[src/logic/otd_pkg.sv]
package otd_pkg;
  // ****************************************************************
  // timing
  // ****************************************************************
  localparam int unsigned CLK_HZ = 20_000_000;
  localparam int unsigned OSC_NOM_HZ = 8_000_000;
  localparam int unsigned OSC_MIN_HZ = 4_000_000;
  localparam int unsigned OSC_MAX_HZ = 10_000_000;
  localparam int unsigned PH_W = 25;
  // phase step per clock: two edges per oscillator period
  localparam logic [PH_W-1:0] PH_STEP = PH_W'(2 * OSC_NOM_HZ);
  localparam logic [PH_W-1:0] PH_WRAP = PH_W'(CLK_HZ);
  localparam logic [PH_W-1:0] PH_RST = 25'h0000000;
  // shortest half period (fast corner) rounds up, longest rounds down
  localparam int unsigned HALF_MIN_CYC = (CLK_HZ + 2 * OSC_MAX_HZ - 1) / (2 * OSC_MAX_HZ);
  localparam int unsigned HALF_MAX_CYC = CLK_HZ / (2 * OSC_MIN_HZ);
  // ****************************************************************
  // divider
  // ****************************************************************
  localparam int unsigned DIV_W = 19;
  localparam int unsigned TAP_N = 4;
  localparam int unsigned SEL_W = 2;
  localparam int unsigned TAP_BIT [TAP_N] = '{3, 8, 13, 18};
  localparam logic [DIV_W-1:0] DIV_RST = 19'h00000;
  localparam logic [DIV_W-1:0] DIV_ONE = 19'h00001;
  localparam logic [TAP_N-1:0] TAP_RST = 4'h0;
endpackage
[src/logic/otd_div_if.sv]
interface otd_div_if;
  logic run;
  logic osc_rise;
  logic [otd_pkg::TAP_N-1:0] taps;
  modport src (output run, output osc_rise, input taps);
  modport div (input run, input osc_rise, output taps);
endinterface

[src/logic/otd_divider.sv]
module otd_divider (
  // clock and reset
  input wire logic mclk_i,
  input wire logic reset_n_i,
  // oscillator side
  otd_div_if.div dv
);
  logic [otd_pkg::DIV_W-1:0] cnt_ff;
  logic [otd_pkg::DIV_W-1:0] nxt_cnt;
  logic [otd_pkg::TAP_N-1:0] tap_ff;
  logic [otd_pkg::TAP_N-1:0] nxt_tap;

  // ****************************************************************
  // free-running counter, frozen while the oscillator is stopped
  // ****************************************************************
  always_comb
  begin
    nxt_cnt = cnt_ff;
    if (dv.run && dv.osc_rise)
    begin
      nxt_cnt = cnt_ff + otd_pkg::DIV_ONE;
    end
  end

  // taps registered so each output changes glitch-free
  genvar gi;
  generate
    for (gi = 0; gi < otd_pkg::TAP_N; gi++)
    begin : g_tap
      always_comb
      begin
        nxt_tap[gi] = cnt_ff[otd_pkg::TAP_BIT[gi]];
      end
    end
  endgenerate

  always_ff @(posedge mclk_i)
  begin
    if (!reset_n_i)
    begin
      cnt_ff <= otd_pkg::DIV_RST;
      tap_ff <= otd_pkg::TAP_RST;
    end
    else
    begin
      cnt_ff <= nxt_cnt;
      tap_ff <= nxt_tap;
    end
  end

  assign dv.taps = tap_ff;
endmodule

[src/logic/otd_oscillator_tap_divider.sv]
// Behaviour
// - oscillator clocks power-on time-out, memory clearing, and master-mode configuration clock
// - oscillator runs at nominal 8 MHz, staying within 4 to 10 MHz
// - after configuration the undivided oscillator output is optionally given to user logic
// - four divider taps; any two selectable; each resynchronized before output
// - taps are divider bits three, eight, thirteen and eighteen
// - oscillator stops after configuration when the user design omits the oscillator
module otd_oscillator_tap_divider (
  // clock and reset
  input wire logic mclk_i,
  input wire logic reset_n_i,
  // configuration state
  input wire logic cfg_done_i,
  input wire logic cfg_master_i,
  input wire logic osc_used_i,
  // tap selection
  input wire logic [otd_pkg::SEL_W-1:0] tap_a_sel_i,
  input wire logic [otd_pkg::SEL_W-1:0] tap_b_sel_i,
  // configuration-time clocks
  output logic por_tick_o,
  output logic mem_clear_tick_o,
  output logic configuration_clock_o,
  // user clocks and oscillator status
  output logic osc_o,
  output logic tap_a_o,
  output logic tap_b_o,
  output logic osc_running_o
);
  otd_div_if dif ();

  logic [otd_pkg::PH_W-1:0] ph_ff;
  logic [otd_pkg::PH_W-1:0] nxt_ph;
  logic osc_ff;
  logic nxt_osc;
  logic run;
  logic rise;
  logic por_ff;
  logic nxt_por;
  logic clr_ff;
  logic nxt_clr;
  logic cfgclk_ff;
  logic nxt_cfgclk;
  logic uosc_ff;
  logic nxt_uosc;
  logic ta_ff;
  logic nxt_ta;
  logic tb_ff;
  logic nxt_tb;
  logic run_ff;
  logic [otd_pkg::PH_W-1:0] ph_sum;

  // ****************************************************************
  // oscillator model
  // ****************************************************************
  // the 8 MHz source is synthesised by a phase accumulator on the
  // 20 MHz clock, so edge spacing jitters between 1 and 2 cycles
  always_comb
  begin
    run = !cfg_done_i || osc_used_i;
    ph_sum = ph_ff + otd_pkg::PH_STEP;
    nxt_ph = ph_ff;
    nxt_osc = osc_ff;
    if (!run)
    begin
      nxt_ph = otd_pkg::PH_RST;
      nxt_osc = 1'b0;
    end
    else if (ph_sum >= otd_pkg::PH_WRAP)
    begin
      nxt_ph = ph_sum - otd_pkg::PH_WRAP;
      nxt_osc = !osc_ff;
    end
    else
    begin
      nxt_ph = ph_sum;
    end
    rise = run && !osc_ff && nxt_osc;
  end

  assign dif.run = run;
  assign dif.osc_rise = rise;

  otd_divider u_div (
    .mclk_i(mclk_i),
    .reset_n_i(reset_n_i),
    .dv(dif.div)
  );

  // ****************************************************************
  // outputs
  // ****************************************************************
  always_comb
  begin
    nxt_por = rise && !cfg_done_i;
    nxt_clr = rise && !cfg_done_i;
    nxt_cfgclk = cfg_master_i && !cfg_done_i && nxt_osc;
    nxt_uosc = cfg_done_i && osc_used_i && osc_ff;
    nxt_ta = cfg_done_i && osc_used_i && dif.taps[tap_a_sel_i];
    nxt_tb = cfg_done_i && osc_used_i && dif.taps[tap_b_sel_i];
  end

  always_ff @(posedge mclk_i)
  begin
    if (!reset_n_i)
    begin
      ph_ff <= otd_pkg::PH_RST;
      osc_ff <= 1'b0;
      por_ff <= 1'b0;
      clr_ff <= 1'b0;
      cfgclk_ff <= 1'b0;
      uosc_ff <= 1'b0;
      ta_ff <= 1'b0;
      tb_ff <= 1'b0;
      run_ff <= 1'b0;
    end
    else
    begin
      ph_ff <= nxt_ph;
      osc_ff <= nxt_osc;
      por_ff <= nxt_por;
      clr_ff <= nxt_clr;
      cfgclk_ff <= nxt_cfgclk;
      uosc_ff <= nxt_uosc;
      ta_ff <= nxt_ta;
      tb_ff <= nxt_tb;
      run_ff <= run;
    end
  end

  assign por_tick_o = por_ff;
  assign mem_clear_tick_o = clr_ff;
  assign configuration_clock_o = cfgclk_ff;
  assign osc_o = uosc_ff;
  assign tap_a_o = ta_ff;
  assign tap_b_o = tb_ff;
  assign osc_running_o = run_ff;

  // ****************************************************************
  // checks
  // ****************************************************************
  // cycles since the oscillator last changed level; saturates so a stall
  // cannot wrap back into the legal band
  logic [3:0] gap_ff;
  logic [3:0] nxt_gap;
  always_comb
  begin
    nxt_gap = gap_ff;
    if (!run || (osc_ff != nxt_osc))
    begin
      nxt_gap = 4'h1;
    end
    else if (gap_ff != 4'hF)
    begin
      nxt_gap = gap_ff + 4'h1;
    end
  end

  always_ff @(posedge mclk_i)
  begin
    if (!reset_n_i)
    begin
      gap_ff <= 4'h1;
    end
    else
    begin
      gap_ff <= nxt_gap;
    end
  end
endmodule

[config.mk]
export PLATFORM = sky130hd
export DESIGN_NAME = otd_oscillator_tap_divider
export DESIGN_NICKNAME = d
export VERILOG_FILES = /design/src/logic/otd_pkg.sv /design/src/logic/otd_div_if.sv /design/src/logic/otd_divider.sv /design/src/logic/otd_oscillator_tap_divider.sv
export SDC_FILE = /design/constraint.sdc
export NUM_CORES = 1
export LEC_CHECK = 0
export BUFFER_PORTS_ARGS = -buffer_cell sky130_fd_sc_hd__clkbuf_2
export CAP_MARGIN = 40
export CELL_PAD_IN_SITES_DETAIL_PLACEMENT = 1
export CELL_PAD_IN_SITES_GLOBAL_PLACEMENT = 1
export CORE_MARGIN = 1
export CORE_UTILIZATION = 52
export CTS_BUF_LIST = sky130_fd_sc_hd__clkbuf_8
export DETAILED_ROUTE_END_ITERATION = 8
export PLACE_DENSITY_LB_ADDON = 0.1
export SYNTH_ARGS = -nofsm -noshare
export SYNTH_HDL_FRONTEND = slang
export SYNTH_SLANG_ARGS = --single-unit
export TNS_END_PERCENT = 100
[constraint.sdc]
create_clock -name mclk_i -period 4.8 [get_ports mclk_i]
set_input_delay 0.96 -clock mclk_i [delete_from_list [all_inputs] [get_ports mclk_i]]
set_output_delay 0.96 -clock mclk_i [all_outputs]
set_load 0.01 [all_outputs]
Yosys cells after proc, flatten, opt, wreduce, memory -nomap -nowiden --
Cells that the tools add are included.
Storage, ports and cells: logic and storage cells 37, input port bits 9, register bits 55
Operators by class: reductions and logical operators 14, muxes and demuxes 7, order comparisons 3, $add $sub $neg 3
Operators with widths (count):
- adder 25 x 24 -> 25 bit, second input constant | 1
- >= comparator 25 bit, second input constant | 1
- two-way mux 25 bit | 1
- subtractor 25 bit, second input constant | 1
- adder 19 x 1 -> 19 bit, second input constant | 1
- logical AND 1 bit | 10
- less-than comparator 2 x 3 -> 1 bit, second input constant | 2
- binary-select mux 1 bit (select 2 bit) | 2
- two-way mux 1 bit | 4
- logical NOT 1 bit | 2
- AND reduction 2 bit | 1
- logical OR 1 bit | 1

Logic depth before layout (Yosys ltp) --
Gate-level depths: netlist (run 1).
depth in word-level cells 6, gate-level depth with buffers 11, gate-level depth less buffers 10

Cells and area by module --
A second synthesis (run 1) with hierarchy kept.
Second synthesis, totals: cells, all modules 298, area total of the unflattened synthesis 2625.0 um2
By module, submodules not included:
- otd_oscillator_tap_divider | seq. area each 480.5 um2, instances 1, area each 1657.8 um2, cells each 195
- otd_divider | seq. area each 460.4 um2, instances 1, area each 967.2 um2, cells each 103

Worst setup path before layout (run 1) --
No wires, ideal clock.
path kind register to register, from register ph_ff[10] (netlist bit), to register u_div.cnt_ff[18] (netlist bit), clock period less this slack 2676 ps, cell stages (with the launch flop) 11, buffers on the path 1, required time 4679 ps, arrival time 2556 ps, setup slack 2124 ps, path through dfxtp_1 > ha_1 > a21oi_4 > nor2_2 > xnor2_1 > nor4_2 > o21bai_2 > a21o_1 > buf_4 > nor4_1 > mux2_2
On the way: cells in the longest elaborated chain, start to end 6
Ends and longest elaborated chain:
- start, declared | line otd_oscillator_tap_divider.sv:31 | logic [otd_pkg::PH_W-1:0] ph_ff;
- start signal, assigned | line otd_oscillator_tap_divider.sv:106 | ph_ff <= otd_pkg::PH_RST;
- start signal, assigned | line otd_oscillator_tap_divider.sv:118 | ph_ff <= nxt_ph;
- adder 25 x 24 -> 25 bit | line otd_oscillator_tap_divider.sv:60 | ph_sum = ph_ff + otd_pkg::PH_STEP;
- >= comparator 25 bit | line otd_oscillator_tap_divider.sv:68 | else if (ph_sum >= otd_pkg::PH_WRAP)
- two-way mux 1 bit | line otd_oscillator_tap_divider.sv:68
- two-way mux 1 bit | line otd_oscillator_tap_divider.sv:63 | if (!run)
- logical AND 1 bit | line otd_oscillator_tap_divider.sv:77 | rise = run && !osc_ff && nxt_osc;
- logical AND 1 bit | line otd_divider.sv:19 | if (dv.run && dv.osc_rise)
- end signal, assigned | line otd_divider.sv:41 | cnt_ff <= otd_pkg::DIV_RST;
- end signal, assigned | line otd_divider.sv:46 | cnt_ff <= nxt_cnt;
- end, declared | line otd_divider.sv:8 | logic [otd_pkg::DIV_W-1:0] cnt_ff;
No other way between the ends. A chain may end at the register's enable or synchronous reset.

Final worst setup path (run 1) --
Ends and elaborated chain as after synthesis.

==> results of run 1 <==
## report_power, final
part / total [mW] / switching (mW) / internal (mW)
Combinational: 0.980 / 0.621 / 0.360
Clock: 0.259 / 0.141 / 0.118
Sequential: 0.571 / 0.107 / 0.464
## cell usage after synthesis (2+ instances only)
cell and instances:
o21bai_2 2, o21a_1 2, inv_1 10, a221oi_1 2
nor3b_1 2, nor3_1 5, a211oi_1 8, nor4_1 3
xor2_1 7, a31oi_1 2, mux4_2 2, nand2_1 23
nand4_1 5, a2111oi_2 3, a21oi_1 12, buf_4 5
xnor2_1 13, dfxtp_1 47, or3_1 3, nand2b_1 10
clkbuf_1 9, nor2_1 24, and2_1 9, nor2b_1 2
mux2i_1 6, o211ai_1 2, o21ai_0 14, o31ai_1 7
nand3b_1 2, and3_1 3, nor2_2 2, nand3_1 11
and4_1 2, ha_1 5, or4_1 5
## cells in the final DEF (no fill, tap or decap), types with 3 or more instances in the layout
cell type,n
dfxtp_1,47
nor2_1,24
nand2_1,23
clkbuf_2,15
o21ai_0,14
xnor2_1,13
a21oi_1,12
nand3_1,11
inv_1,10
nand2b_1,10
and2_1,9
a211oi_1,8
xor2_1,7
o31ai_1,7
mux2i_1,6
clkbuf_8,6
nand4_1,5
nor3_1,5
or4_1,5
ha_1,5
or3_1,3
a2111oi_2,3
nor4_1,3
and3_1,3
buf_4,3
## cells by family after synthesis
family,after synthesis,synth area share
XOR/XNOR,21,0.0732
AO/OA/AOI/OAI,74,0.214
adder cells (fa/ha/maj),5,0.0239
AND/OR/NAND/NOR,116,0.241
buffers and inverters,25,0.0435
multiplexers,9,0.0445
flip-flops,47,0.360
## stage by stage
stage	hold slack, ps	cell area, µm²	setup WS, ps	util	total power, mW
global route	512	2820	1010	0.589	1.93
detailed placement	472	2720	1310	0.568	1.54
global placement	465	2720	1490	0.568	1.51
floorplan	442	2620	2120	-	1.35
CTS	486	2820	1270	0.589	1.81
finish	487	2820	1260	0.589	1.81
## area by class of cell
type                            instances  area (µm²)  area share
Multi-Input combinational cell        225        1560       0.553
Inverter                               10        37.5      0.0133
Clock inverter                          2        16.3     0.00577
Sequential cell                        47         941       0.334
Clock buffer                            6        82.6      0.0293
Timing Repair Buffer                   18        97.6      0.0346
Tap cell                               67        83.8      0.0297
## how the worst max path moves through the flow
stage,startpoint,endpoint,cells after the start
floorplan,ph_ff[10]$_SDFF_PN0_,u_div.cnt_ff[18]$_SDFFE_PN0P_,10
global placement,ph_ff[10]$_SDFF_PN0_,u_div.cnt_ff[18]$_SDFFE_PN0P_,11
detailed placement,ph_ff[10]$_SDFF_PN0_,u_div.cnt_ff[18]$_SDFFE_PN0P_,11
CTS,ph_ff[10]$_SDFF_PN0_,u_div.cnt_ff[18]$_SDFFE_PN0P_,11
global route,ph_ff[10]$_SDFF_PN0_,u_div.cnt_ff[18]$_SDFFE_PN0P_,11
finish,ph_ff[10]$_SDFF_PN0_,u_div.cnt_ff[18]$_SDFFE_PN0P_,11
## registers in the layout, indices dropped and copies added, names as in the netlist
signal                 cells
configuration_clock_o      1
mem_clear_tick_o           1
osc_ff                     1
osc_o                      1
osc_running_o              1
ph_ff                     17
tap_a_o                    1
tap_b_o                    1
u_div.cnt_ff              19
u_div.dv.taps              4
## critical path, cell delays in order, from the launching register on
cell and delay (ps):
dfxtp_1 390, ha_1 310, xnor2_1 360, o21ai_1 180, a2111oi_2 590, o211ai_2 170, o21bai_2 150, buf_4 200
a21o_1 430, buf_4 270, nor4_1 80, mux2_2 290
## routing by layer
metal / routed length (µm) / part of all wire / GRT usage / vias up
met3: 170 / 0.026 / 0.0373 / 9
met5: 0 / 0 / 0 / -
met2: 3160 / 0.48 / 0.456 / 38
met1: 3190 / 0.48 / 0.360 / 1125
met4: 95 / 0.014 / 0.0871 / 0
li1: - / - / - / 1108
==> qor.csv, run 1 <==
metric,value,unit
syn_avg_cell_area,8.80,µm²
cts.htree.levels,2,
start_util,0.546,
die_area,0.00532,mm²
startpoint_type,flop,
period_minus_slack,3540,ps
tightest_slew,891,ps
reg2regPathDepth,11,
dp_hpwl,4.71,mm
drv_slew,0,
synthTopCellsByArea,"dfxtp_1 36%, xnor2_1 4.4%, nor2_1 3.4%, nand2_1 3.3%, o21ai_0 2.7%",
holdBufCountCts,0,
antenna_found_initial,0,
hold_depth,2,
crit_type,reg -> reg,
slew_headroom,0.390,
cts_tree,done,
cts_sinks,47,
synthFlopType,dfxtp_1,
synth-seq-area-share,0.360,
routabilityCongestion,0.800,
path_clk_slew,100,ps
antenna_left,0,
rows,25,
min_path_type,reg -> reg,
dp_cells,367,
overflow,0,
cts-resized-gates,0,
crit_fanout,16,
power_leakage,1.04,nW
post_cts_buffers,0,
r2r_slack,1260,ps
final_cells,375,
drive_gt1_frac,0.143,
portBuffers,15,
ys_warn_count,0,
hold-path-endpoint,u_div.cnt_ff[17]$_SDFFE_PN0P_,
outcome,completed,
vias,2280,
post-route-period-util,0.737,
area.growth.synth_to_final,7.80,%
fin_skew,7.65,ps
netlist_instances,297,
ir_drop,484,µV
nNetsFinal,321,
first_pass_iters,4,
setup_violations,0,
grt_pass1_vias,2239,
synth_cell_types,63,
drc,0,
vias_per_cell,6.08,
syn_nets,311,
cp-end-kind,flop,
min_from,u_div.cnt_ff[17]$_SDFFE_PN0P_,
rr_endpoint,u_div.cnt_ff[18]$_SDFFE_PN0P_,
synthArstFlopShare,0,
coreArea,0.00479,mm²
routed_wl,6.61,mm
die_w,72.9,µm
ctsLongestPathBuffers,2,
grt_usage,0.271,
grt_pass1_wl,11.1,mm
antenna_cells,0,
synth_top_area_share,0.360,
tns,0,ps
critical_path_arrival,3740,ps
cts_inserted_buffers,5,
cp.required,5000,ps
grt_max_degree,23,
timing.rr.start,ph_ff[10]$_SDFF_PN0_,
die_y,72.9,µm
drv_cap,0,
synthesis.area,0.00262,mm²
synth_edf_count,0,
synth-seq-cells,47,
wl_per_cell,17.6,µm
finalHoldViolCount,0,
io_pins,16,
max_freq,283,MHz
yosysTopAreaCell,dfxtp_1,
cts-root-buf,clkbuf_8,
rsz0062_at_grt,no,
drtIter0Drc,91,
clkLatencyLatePin,310,ps
fillCellCount,575,
powerDensity,642,mW/mm²
No activity file was read; power rests on OpenSTA's default activity.
==> run 2, diff against run 1 <==
- ABC_AREA: unset -> 1
- CORE_UTILIZATION: 52 -> 41
- clock period: 4.8 -> 3.2 ns (I/O delays scaled with it)
==> qor.csv, run 2 <==
metric,value,unit
drive_gt1_frac,0.124,
synth-seq-cells,47,
power_leakage,1.34,nW
netlist_instances,413,
die_area,0.00719,mm²
largest_reg_flops,19,
synthTopCellsByCount,"127 x nand2_1, 48 x inv_1, 47 x dfxtp_1",
max_freq,423,MHz
finalHoldViolCount,0,
min_path_type,reg -> reg,
grt_max_degree,21,
synthArstFlopShare,0,
portBuffers,15,
holdBufCountCts,0,
drc,0,
dp_hpwl,5.13,mm
cp-end-kind,flop,
grt_pass1_wl,11.8,mm
rsz0062_at_grt,no,
ctsLongestPathBuffers,2,
post_cts_buffers,0,
rows,29,
layout_common_cells,"127 x nand2_1, 48 x inv_1, 47 x dfxtp_1, 36 x a21oi_1, 32 x nand3_1",
coreArea,0.00649,mm²
startpoint_type,flop,
antenna_left,0,
crit_fanout,18,
cts-root-buf,clkbuf_8,
critical_path_arrival,2600,ps
cts_inserted_buffers,5,
nNetsFinal,441,
synthesis.area,0.00281,mm²
fin_skew,14.9,ps
ir_drop,336,µV
first_pass_iters,4,
grt_usage,0.206,
synthTopCellsByArea,"dfxtp_1 33%, nand2_1 17%, a21oi_1 6.4%, inv_1 6.4%, nand3_1 5.7%",
tns,0,ps
drv_cap,0,
cts.htree.levels,2,
io_pins,16,
yosysMostFrequentCell,nand2_1,
met3_usage,0.0324,
synth_top_area_share,0.335,
regMostFlops,u_div.cnt_ff,
overflow,0,
path_clk_slew,100,ps
antenna_found_initial,0,
area.growth.synth_to_final,8.46,%
grt_pass1_vias,2585,
start_util,0.432,
setup_violations,0,
synthFlopType,dfxtp_1,
post-route-period-util,0.739,
tightest_slew,584,ps
syn_nets,427,
die_y,84.8,µm
period_minus_slack,2360,ps
drtIter0Drc,53,
final_common_cell,nand2_1,
syn_avg_cell_area,6.80,µm²
ys_warn_count,0,
vias,2579,
vias_per_cell,5.11,
cts_sinks,47,
use_met1,0.243,
grt_use_met2,0.382,
drv_slew,0,
synth_cell_types,35,
r2r_slack,840,ps
routabilityCongestion,0.824,
synth-seq-area-share,0.335,
routed_wl,6.74,mm
crit_type,reg -> reg,
clkLatencyLatePin,310,ps
powerDensity,874,mW/mm²
fin_util,0.469,
outcome,completed,
wl_per_cell,13.3,µm
grt-busiest-layer,met2,
fillCellCount,889,
synth_edf_count,0,
cp.required,3440,ps
yosysTopAreaCell,dfxtp_1,
antenna_cells,0,
cts_tree,done,
die_w,84.8,µm
slew_headroom,0.607,
cts-resized-gates,0,
==> run 2: cell count changes after synthesis, moves of 9 or more <==
cell / previous run / this run
a21oi_1: 12 / 36
and2_1: 9 / 0
nand3_1: 11 / 32
inv_1: 10 / 48
nand2b_1: 10 / 0
nand2_1: 23 / 127
==> run 2: cells by family (layout without fill, tap and decap cells) <==
logic type / count (synthesis) / count (layout) / synth area share
DFF: 47 / 47 / 0.335
AOI/OAI and AO/OA: 52 / 52 / 0.0971
and+or+nand+nor: 227 / 227 / 0.377
buffers and inverters: 61 / 76 / 0.0940
xor gates and xnor gates: 21 / 21 / 0.0748
adders and majority gates: 5 / 5 / 0.0223
==> run 2: per-stage QoR <==
stage	cell area, µm²	total power [mW]	cells	hold slack (ps)	setup slack [ps]
3_5_place_dp	2930	2.22	497	459	845
2_1_floorplan	2810	1.99	413	433	1180
5_1_grt	3050	2.91	505	488	560
3_3_place_gp	2930	2.17	497	454	913
4_1_cts	3050	2.70	505	472	806
6_report	3050	2.66	505	472	836
==> run 2: final cells by class <==
class / count / area [µm²] / share of cell area
clock inverters: 2 / 38.8 / 0.0127
clock buffers: 6 / 82.6 / 0.0271
repair buffers: 17 / 90.1 / 0.0296
inverters: 51 / 194 / 0.0637
well taps: 77 / 96.3 / 0.0316
flip-flops and latches: 47 / 941 / 0.309
multi-input cells: 305 / 1600 / 0.526
==> run 2: path summary, 6_finish.rpt <==
kind                                 start                      endpoint  cells after the start
min reg2reg  u_div.cnt_ff[18]$_SDFFE_PN0P_   u_div.dv.taps[3]$_SDFF_PN0_                      2
max reg2reg           ph_ff[10]$_SDFF_PN0_  u_div.cnt_ff[9]$_SDFFE_PN0P_                     15
min          u_div.cnt_ff[18]$_SDFFE_PN0P_   u_div.dv.taps[3]$_SDFF_PN0_                      2
max                   ph_ff[10]$_SDFF_PN0_  u_div.cnt_ff[9]$_SDFFE_PN0P_                     15
==> run 2: routing by layer <==
metal  wire length, µm  part of all wire
met5                 0                 0
met1              2980              0.44
met4                98             0.015
met2              3550              0.53
met3               109             0.016
==> run 2: worst max-delay path: stages (launching register included) <==
cell and delay, ps:
dfxtp_1 390, inv_1 110, ha_1 320, inv_1 80, nand3_1 70, nand2_1 110
nand2_1 100, nand3_2 90, nand2_1 100, nand2_2 130, nand2_2 80, nand3_4 100
nand3_4 120, nor2_8 250, nand2_1 100, a21oi_1 140
==> run 2: power by group <==
part           internal, mW  switching (mW)
Combinational         0.447           0.958
Sequential            0.684          0.0926
Clock                 0.257           0.222
